File: src/hw/brot_pkg.sv
// What this block does
// [RULE_01] Left via carry: carry in, bit7 out, memory
// [RULE_02] Left via carry result to accumulator only
// [RULE_03] Plain right: bit0 to bit7, memory, no flags
// [RULE_04] Plain right to accumulator, memory kept, no flags
// [RULE_05] Right via carry: carry to bit7, memory
// [RULE_06] Right via carry to accumulator, memory kept
// [RULE_07] Left rotations change only the carry flag
// [RULE_08] Eight-bit operands, one cycle per operation
`default_nettype none
package brot_pkg;

  // ----------------------------------------
  // Widths and reset values
  // ----------------------------------------
  localparam int unsigned DATA_W = 8;
  localparam logic [7:0] ACC_RST = 8'h00;
  localparam logic [7:0] MEM_RST = 8'h00;
  localparam logic CARRY_RST = 1'b0;
  localparam logic [3:0] FLAGS_RST = 4'h0;
  // Flag vector layout.
  localparam int unsigned FLAG_C = 0;
  localparam int unsigned FLAG_AC = 1;
  localparam int unsigned FLAG_Z = 2;
  localparam int unsigned FLAG_OV = 3;

  // ----------------------------------------
  // Operations
  // ----------------------------------------
  typedef enum logic [2:0] {
    BROT_NOP,
    ROTATE_LEFT_VIA_CARRY,
    ROTATE_LEFT_VIA_CARRY_TO_ACCUM,
    ROTATE_RIGHT_PLAIN,
    ROTATE_RIGHT_PLAIN_TO_ACCUM,
    ROTATE_RIGHT_VIA_CARRY,
    ROTATE_RIGHT_VIA_CARRY_TO_ACCUM
  } brot_op_t;

endpackage
`default_nettype wire

File: src/hw/brot_core_if.sv
`timescale 1ns/1ps
`default_nettype none
interface brot_core_if;
  logic [7:0] src;
  logic cin;
  brot_pkg::brot_op_t op;
  logic [7:0] res;
  logic cout;
  logic to_acc;
  logic to_mem;
  logic use_c;
  modport top (output src, output cin, output op, input res, input cout, input to_acc,
    input to_mem, input use_c);
  modport alu (input src, input cin, input op, output res, output cout, output to_acc,
    output to_mem, output use_c);
endinterface // brot_core_if
`default_nettype wire

File: src/hw/brot_alu.sv
`timescale 1ns/1ps
`default_nettype none
module brot_alu (
  brot_core_if.alu c
);

  // ----------------------------------------
  // Combinational rotate
  // ----------------------------------------
  always_comb begin
    c.res = c.src;
    c.cout = c.cin;
    c.to_acc = 1'b0;
    c.to_mem = 1'b0;
    c.use_c = 1'b0;
    case (c.op)
      brot_pkg::ROTATE_LEFT_VIA_CARRY: begin
        c.res = {c.src[6:0], c.cin}; // RULE_01
        c.cout = c.src[7]; // RULE_01
        c.to_mem = 1'b1;
        c.use_c = 1'b1;
      end
      brot_pkg::ROTATE_LEFT_VIA_CARRY_TO_ACCUM: begin
        c.res = {c.src[6:0], c.cin}; // RULE_02
        c.cout = c.src[7]; // RULE_02
        c.to_acc = 1'b1;
        c.use_c = 1'b1;
      end
      brot_pkg::ROTATE_RIGHT_PLAIN: begin
        c.res = {c.src[0], c.src[7:1]}; // RULE_03
        c.to_mem = 1'b1;
      end
      brot_pkg::ROTATE_RIGHT_PLAIN_TO_ACCUM: begin
        c.res = {c.src[0], c.src[7:1]}; // RULE_04
        c.to_acc = 1'b1;
      end
      brot_pkg::ROTATE_RIGHT_VIA_CARRY: begin
        c.res = {c.cin, c.src[7:1]}; // RULE_05
        c.cout = c.src[0]; // RULE_05
        c.to_mem = 1'b1;
        c.use_c = 1'b1;
      end
      brot_pkg::ROTATE_RIGHT_VIA_CARRY_TO_ACCUM: begin
        c.res = {c.cin, c.src[7:1]}; // RULE_06
        c.cout = c.src[0]; // RULE_06
        c.to_acc = 1'b1;
        c.use_c = 1'b1;
      end
      default: begin
        c.res = c.src;
      end
    endcase
  end

endmodule // brot_alu
`default_nettype wire

File: src/hw/brot_unit.sv
`timescale 1ns/1ps
`default_nettype none
module brot_unit (
  input wire logic mclk,
  input wire logic rst,
  input wire logic op_valid,
  input wire logic [2:0] op_code,
  input wire logic [7:0] mem_rdata,
  input wire logic [3:0] flags_in,
  output logic mem_we,
  output logic [7:0] mem_wdata,
  output logic acc_we,
  output logic [7:0] acc_wdata,
  output logic flags_we,
  output logic [3:0] flags_out,
  output logic done
);

  // ----------------------------------------
  // Datapath
  // ----------------------------------------
  brot_core_if cif ();

  brot_alu u_alu (
    .c(cif)
  );

  logic mem_we_q;
  logic mem_we_d;
  logic acc_we_q;
  logic acc_we_d;
  logic flags_we_q;
  logic flags_we_d;
  logic done_q;
  logic done_d;
  logic [7:0] mem_wdata_q;
  logic [7:0] mem_wdata_d;
  logic [7:0] acc_wdata_q;
  logic [7:0] acc_wdata_d;
  logic [3:0] flags_q;
  logic [3:0] flags_d;

  assign cif.src = mem_rdata;
  assign cif.cin = flags_in[brot_pkg::FLAG_C];
  // An idle cycle feeds the no-operation code, so a stale code can never write.
  assign cif.op = op_valid ? brot_pkg::brot_op_t'(op_code) : brot_pkg::BROT_NOP;

  // One registered stage: every operation answers exactly one cycle later.
  always_comb begin
    mem_we_d = cif.to_mem; // RULE_08
    acc_we_d = cif.to_acc; // RULE_08
    mem_wdata_d = cif.to_mem ? cif.res : mem_wdata_q;
    acc_wdata_d = cif.to_acc ? cif.res : acc_wdata_q;
    flags_we_d = cif.use_c;
    // Only carry moves; the other flags pass through so the core keeps them.
    flags_d = flags_in;
    flags_d[brot_pkg::FLAG_C] = cif.cout; // RULE_07
    if (!cif.use_c) begin
      flags_d = flags_q;
    end
    done_d = op_valid;
  end

  always_ff @(posedge mclk or posedge rst) begin
    if (rst) begin
      mem_we_q <= 1'b0;
      acc_we_q <= 1'b0;
      flags_we_q <= 1'b0;
      done_q <= 1'b0;
      mem_wdata_q <= brot_pkg::MEM_RST;
      acc_wdata_q <= brot_pkg::ACC_RST;
      flags_q <= brot_pkg::FLAGS_RST;
    end else begin
      mem_we_q <= mem_we_d;
      acc_we_q <= acc_we_d;
      flags_we_q <= flags_we_d;
      done_q <= done_d;
      mem_wdata_q <= mem_wdata_d;
      acc_wdata_q <= acc_wdata_d;
      flags_q <= flags_d;
    end
  end

  assign mem_we = mem_we_q;
  assign mem_wdata = mem_wdata_q;
  assign acc_we = acc_we_q;
  assign acc_wdata = acc_wdata_q;
  assign flags_we = flags_we_q;
  assign flags_out = flags_q;
  assign done = done_q;

  // ----------------------------------------
  // Checks
  // ----------------------------------------
  // The checks decode the raw pins, so the one spare code 3'h7 is watched along with the no-operation code.
  function logic brot_is_left_carry(input logic [2:0] code);
    return code == 3'h1 || code == 3'h2;
  endfunction

  function logic brot_is_right_carry(input logic [2:0] code);
    return code == 3'h5 || code == 3'h6;
  endfunction

  function logic brot_is_plain(input logic [2:0] code);
    return code == 3'h3 || code == 3'h4;
  endfunction

  function logic brot_is_nop(input logic [2:0] code);
    return code == 3'h0 || code == 3'h7;
  endfunction
endmodule // brot_unit
`default_nettype wire

File: config.mk
export PLATFORM = sky130hd
export DESIGN_NAME = brot_unit
export DESIGN_NICKNAME = d
export VERILOG_FILES = /design/src/hw/brot_pkg.sv /design/src/hw/brot_core_if.sv /design/src/hw/brot_alu.sv /design/src/hw/brot_unit.sv
export SDC_FILE = /design/constraint.sdc
export NUM_CORES = 1
export LEC_CHECK = 0
export BUFFER_PORTS_ARGS = -buffer_cell sky130_fd_sc_hd__buf_2
export CORE_MARGIN = 2
export CORE_UTILIZATION = 48
export CTS_CLUSTER_DIAMETER = 40
export DETAILED_ROUTE_END_ITERATION = 10
export GPL_TIMING_DRIVEN = 0
export PLACE_DENSITY = 0.78
export SYNTH_ARGS = -nofsm -noshare
export SYNTH_HDL_FRONTEND = slang
export SYNTH_SLANG_ARGS = --single-unit
File: constraint.sdc
create_clock -name mclk -period 0.85 [get_ports mclk]
set_input_delay 0.1275 -clock mclk [delete_from_list [all_inputs] [get_ports mclk]]
set_output_delay 0.1275 -clock mclk [all_outputs]
set_load 0.01 [all_outputs]
==> out/metrics.cfg, run 1 <==
[clock_tree]
cts_max_level = 1
cts.sinks = 24
numCtsBuffers = 3
cts_tree = built
cts_max_path_buffers = 2
clockRootBuffer = clkbuf_4
cts.clk_slew.worst_paths_ns = 0.12
insertion_delay_ns = 0.31

[die]
core_um2 = 2230
initial_core_util_pct = 51.1
die_area_um2 = 2790
num_io_pins = 42
die_y_um = 52.8
die_x_um = 52.8
fp-row-count = 17

[synthesis]
synth_async_sr_flop_share_pct = 100
yosysSeqAreaShare_pct = 52.6
netlist_area_um2 = 1140
synth_cells = 111
yosys_warnings = 0
synth_ff_type = dfrtp_1
syn_nets = 129
synth_cell_types = 33
avgSynthCellArea_um2 = 10.3
ys_ff_latch = 24
synth_edf_count = 0

[critical_path]
worstSetupPathDepth = 1
r2r_end = flags_out[2]
worstPathCellList = buf_2
cp_max_fo = 2
worst_setup_path_start_kind = register
crit_family = flip-flops
crit_start = mem_wdata[6]
path_buf_inv = 1
ff2ff_path_depth = 2
slowest_stage = dfrtp_1
reg2reg_slack_ns = -0.02
end_kind = output pin
worstPathArrival_ns = 0.86
r2r_start = flags_out[2]
required_ns = 0.72
max_stage_delay_ns = 0.40
worstSetupPathType = register to output pin

[timing]
finalClockSkew_ns = 0
post-route-min-period_ns = 0.986
rsz0062_at_grt = true
max-slew-margin-rel_pct = 40.3
period_share_pct = 116
fmax_mhz = 1010
drv_slew = 0
fin_ws_ns = -0.136
timing.hold.ws_ns = -0.0185
hold_viol = 24
setup_violations = 25
final.setup.tns_ns = -2.91
worst_pin_slew_ns = 0.895

[global_route]
antenna_found_initial = 0
grt_overflow = 0
grt_pass1_vias = 980
grt_usage_pct = 22.0
grt_max_degree = 25
grt_pass1_wl_um = 4330

[final_layout]
final_cell_area_um2 = 1700
drive_gt1_share_pct = 50.3
fin_nets = 187
antenna_cells = 0
num-fill-cells = 175
areaGrowthSynthToFinish_pct = 48.6

[placed_design]
place.port_buffers = 40
pre_cts_slack_ns = -0.450
gp_congestion = 0.881
dpl_cell_area_um2 = 1450
hpwl_um = 1870

[power]
ir_worst_vdd_mv = 1.33
power.total_mw = 2.88
power_density_nw_per_um2 = 1700
leakage_nw = 0.829

[job]
cap_violations = 0

[routing]
drt-initial-drc-count = 24
ant_nets = 0
vias = 1056
wl_per_cell_um = 14.8
finalWirelength_um = 2890
via_per_inst = 5.42
route.detailed.drc = 0
dr.pass1.iters = 4

[run_status]
outcome = complete, but fails checks
violations = hold timing, setup timing

[hold_path]
hp-class = input port to asynchronous set/reset pin

==> cell usage after synthesis, types with 2 or more instances <==
library cell  count  area, µm²
a22oi_1           5       37.5
xor2_2            2       32.5
nor2b_1           2       12.5
nor2_1            4       15.0
nand2b_1          3       18.8
dfrtp_1          24        601
nand3_1           2       10.0
o21ai_1           8       40.0
o21ai_0           8       40.0
buf_4             3       22.5
o22a_1            2       17.5
mux2_2            3       33.8
nand2_1          17       63.8
inv_1             4       15.0
buf_2             4       20.0
a21oi_1           2       10.0
mux2i_1           2       20.0
==> cells by family after synthesis <==
kind of cell / Yosys count / synth area share [%]
buf+inv: 12 / 5.37
simple gates: 34 / 14.7
mux: 5 / 4.71
xor+xnor: 2 / 2.85
flops: 24 / 52.6
compound gates: 34 / 19.8
==> metal layers <==
| layer | vias to the layer above | wire length [µm] | GRT usage, % | share of wire [%] |
|---|---|---|---|---|
| met5 | - | 0 | 0 | 0 |
| met3 | 8 | 161 | 2.86 | 5.6 |
| met1 | 503 | 1210 | 27.5 | 42 |
| met4 | 0 | 75 | 12.0 | 2.6 |
| li1 | 505 | - | - | - |
| met2 | 40 | 1440 | 36.5 | 50 |
==> per-stage QoR <==
step,cells,util (%)
global placement,179,65.0
detailed placement,179,65.0
global route,195,76.0
finish,195,76.0
floorplan,111,-
CTS,190,71.5
==> flip-flops by register name, indices dropped and copies added (netlist names) <==
signal	count
acc_wdata	8
flags_we	1
acc_we	1
done	1
mem_we	1
mem_wdata	8
flags_out	4
==> cell type report <==
type	count	area, µm²	share of cell area (%)
repair buffers	53	337	19.8
inverters	4	15.0	0.884
clock buffers	3	22.5	1.33
well taps	28	35.0	2.06
flip-flops and latches	24	601	35.4
plain buffers	8	101	5.97
multi-input cells	75	587	34.6
==> power breakdown <==
part	total [mW]	internal, mW	switching, mW	leakage, nW
Sequential	1.39	1.32	0.0791	0.296
Clock	0.493	0.166	0.326	0.0138
Combinational	0.996	0.513	0.484	0.519
==> what timing repair did <==
item | 4_1_cts | 5_1_grt
gates resized for setup | 11 | 13
endpoints found under the hold margin | 1 | 0
setup buffers | 7 | 5
endpoints found under the setup margin | 39 | 35
hold buffers | 1 | 0
cloned | 0 | 1
pin swaps | 5 | 4
==> worst max path at each step <==
stage                        end  slack (ns)
floorplan           mem_wdata[6]       -0.18
global placement    mem_wdata[3]       -0.45
detailed placement  mem_wdata[3]       -0.45
CTS                 acc_wdata[5]       -0.13
global route        flags_out[3]       -0.17
finish              mem_wdata[6]       -0.14
==> cells in the final DEF, fill, tap and decap left out, types with 3 or more instances in the layout <==
cell and instances:
buf_4 12, buf_2 38, o21ai_1 10, inv_1 3, dfrtp_1 24, nand2_1 16
clkbuf_4 4, buf_6 4, o21ai_0 6, a22oi_2 5, nor2_1 3
(Power assumes the default switching activity.)
==> inputs of run 2 (changes only) <==
ABC_AREA = 1   (was default)
CORE_UTILIZATION = 49   (was 48)
GPL_TIMING_DRIVEN = 1   (was 0)
==> run 2 against run 1 <==
  * The run ends with setup timing left
  * Clock skew unchanged
  * Hold slack better by 0.027 ns
  * Sequential power about the same
  * Die area rose by 6.4%
  * Synthesized cell count increased by 31%
  * Clock power rose by 25%
  * Sequential share of layout area shrank 2.4 points
  * Final cell count rose by 29%
  * Non-clock buffer count is 13 higher
  * Count of clock-buffer cells in the layout is 1 higher
  * Maximum frequency is 2.9% lower
  * Critical path type unchanged
  * Largest cell class is now multi-input combinational cells
  * Largest power group unchanged
==> out/metrics.cfg, run 2 <==
[clock_tree]
cts.sinks = 24  ; unchanged
cts_max_path_buffers = 2  ; unchanged
insertion_delay_ns = 0.31  ; about the same
cts_tree = built
clockRootBuffer = clkbuf_4
numCtsBuffers = 3  ; unchanged
cts.clk_slew.worst_paths_ns = 0.13  ; about the same
cts_max_level = 1  ; unchanged

[final_layout]
final_cell_area_um2 = 1820  ; +7.4%
areaGrowthSynthToFinish_pct = 46.1
fin_nets = 241  ; +29%
final_cell_mix = nand2_1 (65), buf_2 (39), buf_4 (30)
antenna_cells = 0  ; unchanged
drive_gt1_share_pct = 50.5  ; +0.15 points
final_common_cell = nand2_1

[die]
initial_core_util_pct = 50.8  ; -0.33 points
core_um2 = 2450  ; +9.9%
die_y_um = 54.5  ; +3.2%
fp-row-count = 18  ; +1
num_io_pins = 42  ; unchanged
die_area_um2 = 2970  ; +6.4%
die_x_um = 54.5  ; +3.2%

[run_status]
outcome = complete, but fails checks
violations = setup timing

[global_route]
grt_max_degree = 25  ; unchanged
grt_usage_pct = 23.5  ; +1.5 points
antenna_found_initial = 0  ; unchanged
grt_pass1_wl_um = 4820  ; +11%
grt_pass1_vias = 1101  ; +12%
grt_overflow = 0  ; unchanged

[critical_path]
slowest_stage = dfrtp_1
cp_max_fo = 2  ; unchanged
worstPathCellList = buf_2
worstPathArrival_ns = 0.89  ; +0.03 ns
max_stage_delay_ns = 0.42  ; +0.02 ns
worst_setup_path_start_kind = register
end_kind = output pin
reg2reg_slack_ns = -0.01  ; about the same
required_ns = 0.72  ; about the same
crit_family = flip-flops
worstSetupPathType = register to output pin
path_buf_inv = 1  ; unchanged

[timing]
post-route-min-period_ns = 1.02  ; +0.0295 ns
period_share_pct = 119  ; +3.5 points
worst_pin_slew_ns = 0.312  ; -0.583 ns
fin_ws_ns = -0.165  ; -0.0295 ns
timing.hold.ws_ns = 0.00893  ; +0.0274 ns
drv_slew = 0  ; unchanged
hold_viol = 0  ; -100%
finalClockSkew_ns = 0  ; unchanged
fmax_mhz = 985  ; -2.9%
setup_violations = 25  ; unchanged
max-slew-margin-rel_pct = 79.2  ; +39 points
rsz0062_at_grt = true

[routing]
drt-initial-drc-count = 26  ; +8.3%
wl_per_cell_um = 13.1  ; -12%
dr.pass1.iters = 4  ; unchanged
via_per_inst = 4.87  ; -10%
route.detailed.drc = 0  ; unchanged
ant_nets = 0  ; unchanged
vias = 1228  ; +16%
finalWirelength_um = 3300  ; +14%

[synthesis]
yosysSeqAreaShare_pct = 48.1  ; -4.4 points
synth_top_area_share_pct = 48.1  ; -4.4 points
avgSynthCellArea_um2 = 8.60  ; -16%
ys_top_cells_by_area = dfrtp_1 (48%), nand2_1 (21%), nand3_2 (8.0%)
synth_edf_count = 0  ; unchanged
yosysTopAreaCell = dfrtp_1
netlist_area_um2 = 1250  ; +9.2%
synth_async_sr_flop_share_pct = 100  ; unchanged
ys_ff_latch = 24  ; unchanged
yosys_warnings = 0  ; unchanged
synth_ff_type = dfrtp_1
synth_most_common_cell = nand2_1
synth_cell_types = 15  ; -55%
synth_common_cells = nand2_1 (69), dfrtp_1 (24), nand2_2 (12), nand3_1 (10), nand3_2 (10)
synth_cells = 145  ; +31%
syn_nets = 163  ; +26%

[job]
cap_violations = 0  ; unchanged

[placed_design]
hpwl_um = 2380  ; +27%
gp_congestion = 0.799  ; -9.3%
place.port_buffers = 41  ; +2.5%
dpl_cell_area_um2 = 1610  ; +11%

[hold_path]
hp-class = input port to register

[power]
power.total_mw = 3.20  ; +11%
leakage_nw = 1.05  ; +26%
ir_worst_vdd_mv = 1.04  ; -22%
power_density_nw_per_um2 = 1760  ; +3.3%

==> run 2: cell count changes after synthesis, sizes merged, moves of 3 or more <==
cell,before,now
inv,4,9
nand2b,3,0
nand3,2,20
mux2,3,0
a22oi,5,0
buf,7,1
o21ai,16,0
nand2,17,84
==> run 2: worst paths after layout <==
path / start / endpoint / depth (start not counted)
min: flags_in[2] / flags_out[2] / 3
max in group asynchronous: rst / flags_out[0] / 4
min reg2reg: acc_wdata[1] / acc_wdata[1] / 2
max reg2reg: acc_wdata[6] / acc_wdata[6] / 4
max: acc_wdata[0] / acc_wdata[0] / 1
min in group asynchronous: rst / mem_wdata[5] / 4
==> run 2: kinds of logic after synthesis <==
family	after synthesis	synth area share, %
flops	24	48.1
simple gates	107	44.0
compound gates	4	4.21
buf+inv	10	3.61
==> run 2: what timing repair did <==
action | CTS | global route
gates resized for setup | 2 | 8
setup endpoints to repair | 25 | 27
buffers inserted | 10 | 4
pin swaps | 1 | 1
hold endpoints to repair | 25 | 1
hold buffers | 2 | 1
==> run 2: area by class of cell <==
class | instances | area (µm²)
multi-input combinational | 111 | 637
fill | 191 | 632
sequential | 24 | 601
timing repair buffer | 74 | 473
inverter | 9 | 38.8
tap | 30 | 37.5
clock buffer | 4 | 36.3
==> run 2: where the power goes <==
part | internal [mW] | leakage [nW] | switching [mW]
clock network | 0.262 | 0.0210 | 0.356
logic | 0.556 | 0.727 | 0.604
registers | 1.33 | 0.298 | 0.0959
==> run 2: through the flow <==
stage | TNS [ns] | setup WS, ns | std cells | utilization, %
after detailed placement | -5.85 | -0.361 | 231 | 65.5
after CTS | -3.19 | -0.162 | 247 | 71.2
after global routing | -4.18 | -0.198 | 252 | 74.3
after global placement | -5.21 | -0.277 | 231 | 65.5
final | -3.23 | -0.165 | 252 | 74.3
after floorplan | 0 | 0.00278 | 145 | -
==> run 2: layer usage <==
| layer | wire length [µm] | vias to the layer above | track usage, % |
|---|---|---|---|
| met3 | 149 | 7 | 2.19 |
| met2 | 1680 | 40 | 39.8 |
| met1 | 1410 | 571 | 30.4 |
| met4 | 62 | 0 | 10.4 |
| li1 | - | 610 | - |
| met5 | 0 | - | 0 |
==> inputs of run 3 (changes only) <==
CORE_MARGIN = 5   (was 2)
SKIP_LAST_GASP = 1   (was default)
==> run 3 against run 2 <==
  * The run still ends with setup timing left
  * Register-to-register slack improved by 0.03 ns
  * Non-clock buffer count decreased by 2
  * Total power decreased by 0.38%
  * Critical endpoint unchanged
  * Highest routed layer unchanged
  * Flip-flop and latch count unchanged
==> out/metrics.cfg, run 3 (same netlist as run 2, synthesis figures left out) <==
[run_status]
outcome = complete, but fails checks
violations = setup timing

[final_layout]
num-fill-cells = 186  ; -2.6%
final_common_cell = nand2_1
drive_gt1_share_pct = 51.8  ; +1.4 points
fin_cells = 250  ; -0.79%
final_cell_mix = nand2_1 (64), buf_2 (36), buf_4 (30)
areaGrowthSynthToFinish_pct = 45.7
fin_nets = 239  ; -0.83%
antenna_cells = 0  ; unchanged

[die]
num_io_pins = 42  ; unchanged
initial_core_util_pct = 50.8  ; unchanged
die_y_um = 60.5  ; +11%
core_um2 = 2450  ; unchanged
die_area_um2 = 3650  ; +23%
die_x_um = 60.5  ; +11%
fp-row-count = 18  ; unchanged

[placed_design]
dp_cells = 230  ; -0.43%
hpwl_um = 2390  ; +0.37%
place.port_buffers = 41  ; unchanged
gp_congestion = 0.879  ; +10%

[clock_tree]
clockRootBuffer = clkbuf_4
cts.sinks = 24  ; unchanged
cts_max_path_buffers = 2  ; unchanged
cts_max_level = 1  ; unchanged
insertion_delay_ns = 0.31  ; about the same
numCtsBuffers = 3  ; unchanged
cts.clk_slew.worst_paths_ns = 0.14  ; about the same
cts_tree = built

[critical_path]
r2r_start = mem_wdata[7]
reg2reg_slack_ns = 0.02  ; +0.03 ns
worstSetupPathType = register to output pin
required_ns = 0.72  ; about the same
max_stage_delay_ns = 0.42  ; about the same
worstPathArrival_ns = 0.89  ; about the same
slowest_stage = dfrtp_1
path_buf_inv = 1  ; unchanged
crit_start = acc_wdata[0]
worstPathCellList = buf_2
ff2ff_path_depth = 4  ; unchanged
cp-endpoint = acc_wdata[0]
r2r_end = mem_wdata[7]
worst_setup_path_start_kind = register
end_kind = output pin
worstSetupPathDepth = 1  ; unchanged
cp_max_fo = 2  ; unchanged
crit_family = flip-flops

[timing]
finalClockSkew_ns = 0  ; unchanged
max-slew-margin-rel_pct = 80.1  ; +0.90 points
setup_violations = 24  ; -4.0%
post-route-min-period_ns = 1.01  ; -0.00117 ns
worst_pin_slew_ns = 0.299  ; -0.0135 ns
fin_ws_ns = -0.164  ; +0.00117 ns
drv_slew = 0  ; unchanged
fmax_mhz = 986  ; +0.12%
rsz0062_at_grt = true
hold_viol = 0  ; unchanged
period_share_pct = 119  ; -0.14 points

[job]
cap_violations = 0  ; unchanged

[power]
leakage_nw = 1.04  ; -0.69%
ir_worst_vdd_mv = 1.21  ; +16%
power_density_nw_per_um2 = 1750  ; -0.10%
power.total_mw = 3.19  ; -0.38%

[global_route]
grt_usage_pct = 18.5  ; -5.0 points
use_met2_pct = 30.7  ; -9.0 points
antenna_found_initial = 0  ; unchanged
busiest_layer = met2
grt_max_degree = 25  ; unchanged
use_met1_pct = 24.8  ; -5.6 points
grt_use_met3_pct = 1.91  ; -0.27 points
grt_pass1_vias = 1186  ; +7.7%
grt_overflow = 0  ; unchanged
grt_pass1_wl_um = 5130  ; +6.6%

[routing]
dr.pass1.iters = 4  ; unchanged
route.detailed.drc = 0  ; unchanged
wl_per_cell_um = 12.8  ; -2.0%
via_per_inst = 4.80  ; -1.6%
vias = 1199  ; -2.4%
finalWirelength_um = 3210  ; -2.8%
ant_nets = 0  ; unchanged
drt-initial-drc-count = 32  ; +23%

[hold_path]
hp-class = input port to register

[run 3: changes by cell type in the layout (fill, tap and decap cells not counted), moves of 2 or more]
cell      change
clkbuf_4      +2
inv_1         -2
buf_2         -3
inv_2         +3
[run 3: metrics by stage]
step | instance area, µm² | setup WS (ns) | util, % | setup TNS (ns) | hold WS, ns
after floorplan | 1260 | 0.00278 | - | 0 | 0.142
final | 1820 | -0.164 | 74.1 | -2.98 | 0.0149
after detailed placement | 1600 | -0.304 | 65.2 | -5.57 | 0.182
after global routing | 1820 | -0.176 | 74.1 | -3.67 | 0.0157
after global placement | 1600 | -0.255 | 65.2 | -4.80 | 0.174
after CTS | 1740 | -0.157 | 70.7 | -2.87 | 0.0137
[run 3: final cells by class]
type | count | area [µm²] | area share, %
well taps | 30 | 37.5 | 2.06
clock buffers | 4 | 36.3 | 2.00
repair buffers | 72 | 463 | 25.5
inverters | 9 | 36.3 | 2.00
multi-input cells | 111 | 644 | 35.4
flip-flops and latches | 24 | 601 | 33.0
[run 3: worst min path at each step]
stage	startpoint	end	slack, ns	depth (start not counted)
2_1_floorplan	rst	acc_wdata[0]	0.14	1
3_3_place_gp	rst	flags_we	0.17	3
3_5_place_dp	rst	flags_we	0.18	3
4_1_cts	flags_in[3]	flags_out[3]	0.01	3
5_1_grt	flags_in[1]	flags_out[1]	0.02	3
6_report	flags_in[3]	flags_out[3]	0.01	3
[run 3: power by group]
part           total (mW)  switching [mW]  internal (mW)
Sequential           1.42          0.0939           1.33
Combinational        1.17           0.601          0.567
Clock               0.599           0.337          0.262
[run 3: repair_timing]
action | 4_1_cts | 5_1_grt
hold buffers | 1 | 1
pin swaps | 0 | 5
resized for setup | 1 | 15
endpoints found under the hold margin | 24 | 1
buffers inserted | 11 | 5
endpoints found under the setup margin | 24 | 40
[run 3: layer usage]
metal | routed length, µm | vias to the layer above
met5 | 0 | -
met4 | 80 | 0
met3 | 180 | 8
met2 | 1580 | 38
met1 | 1360 | 547
li1 | - | 606
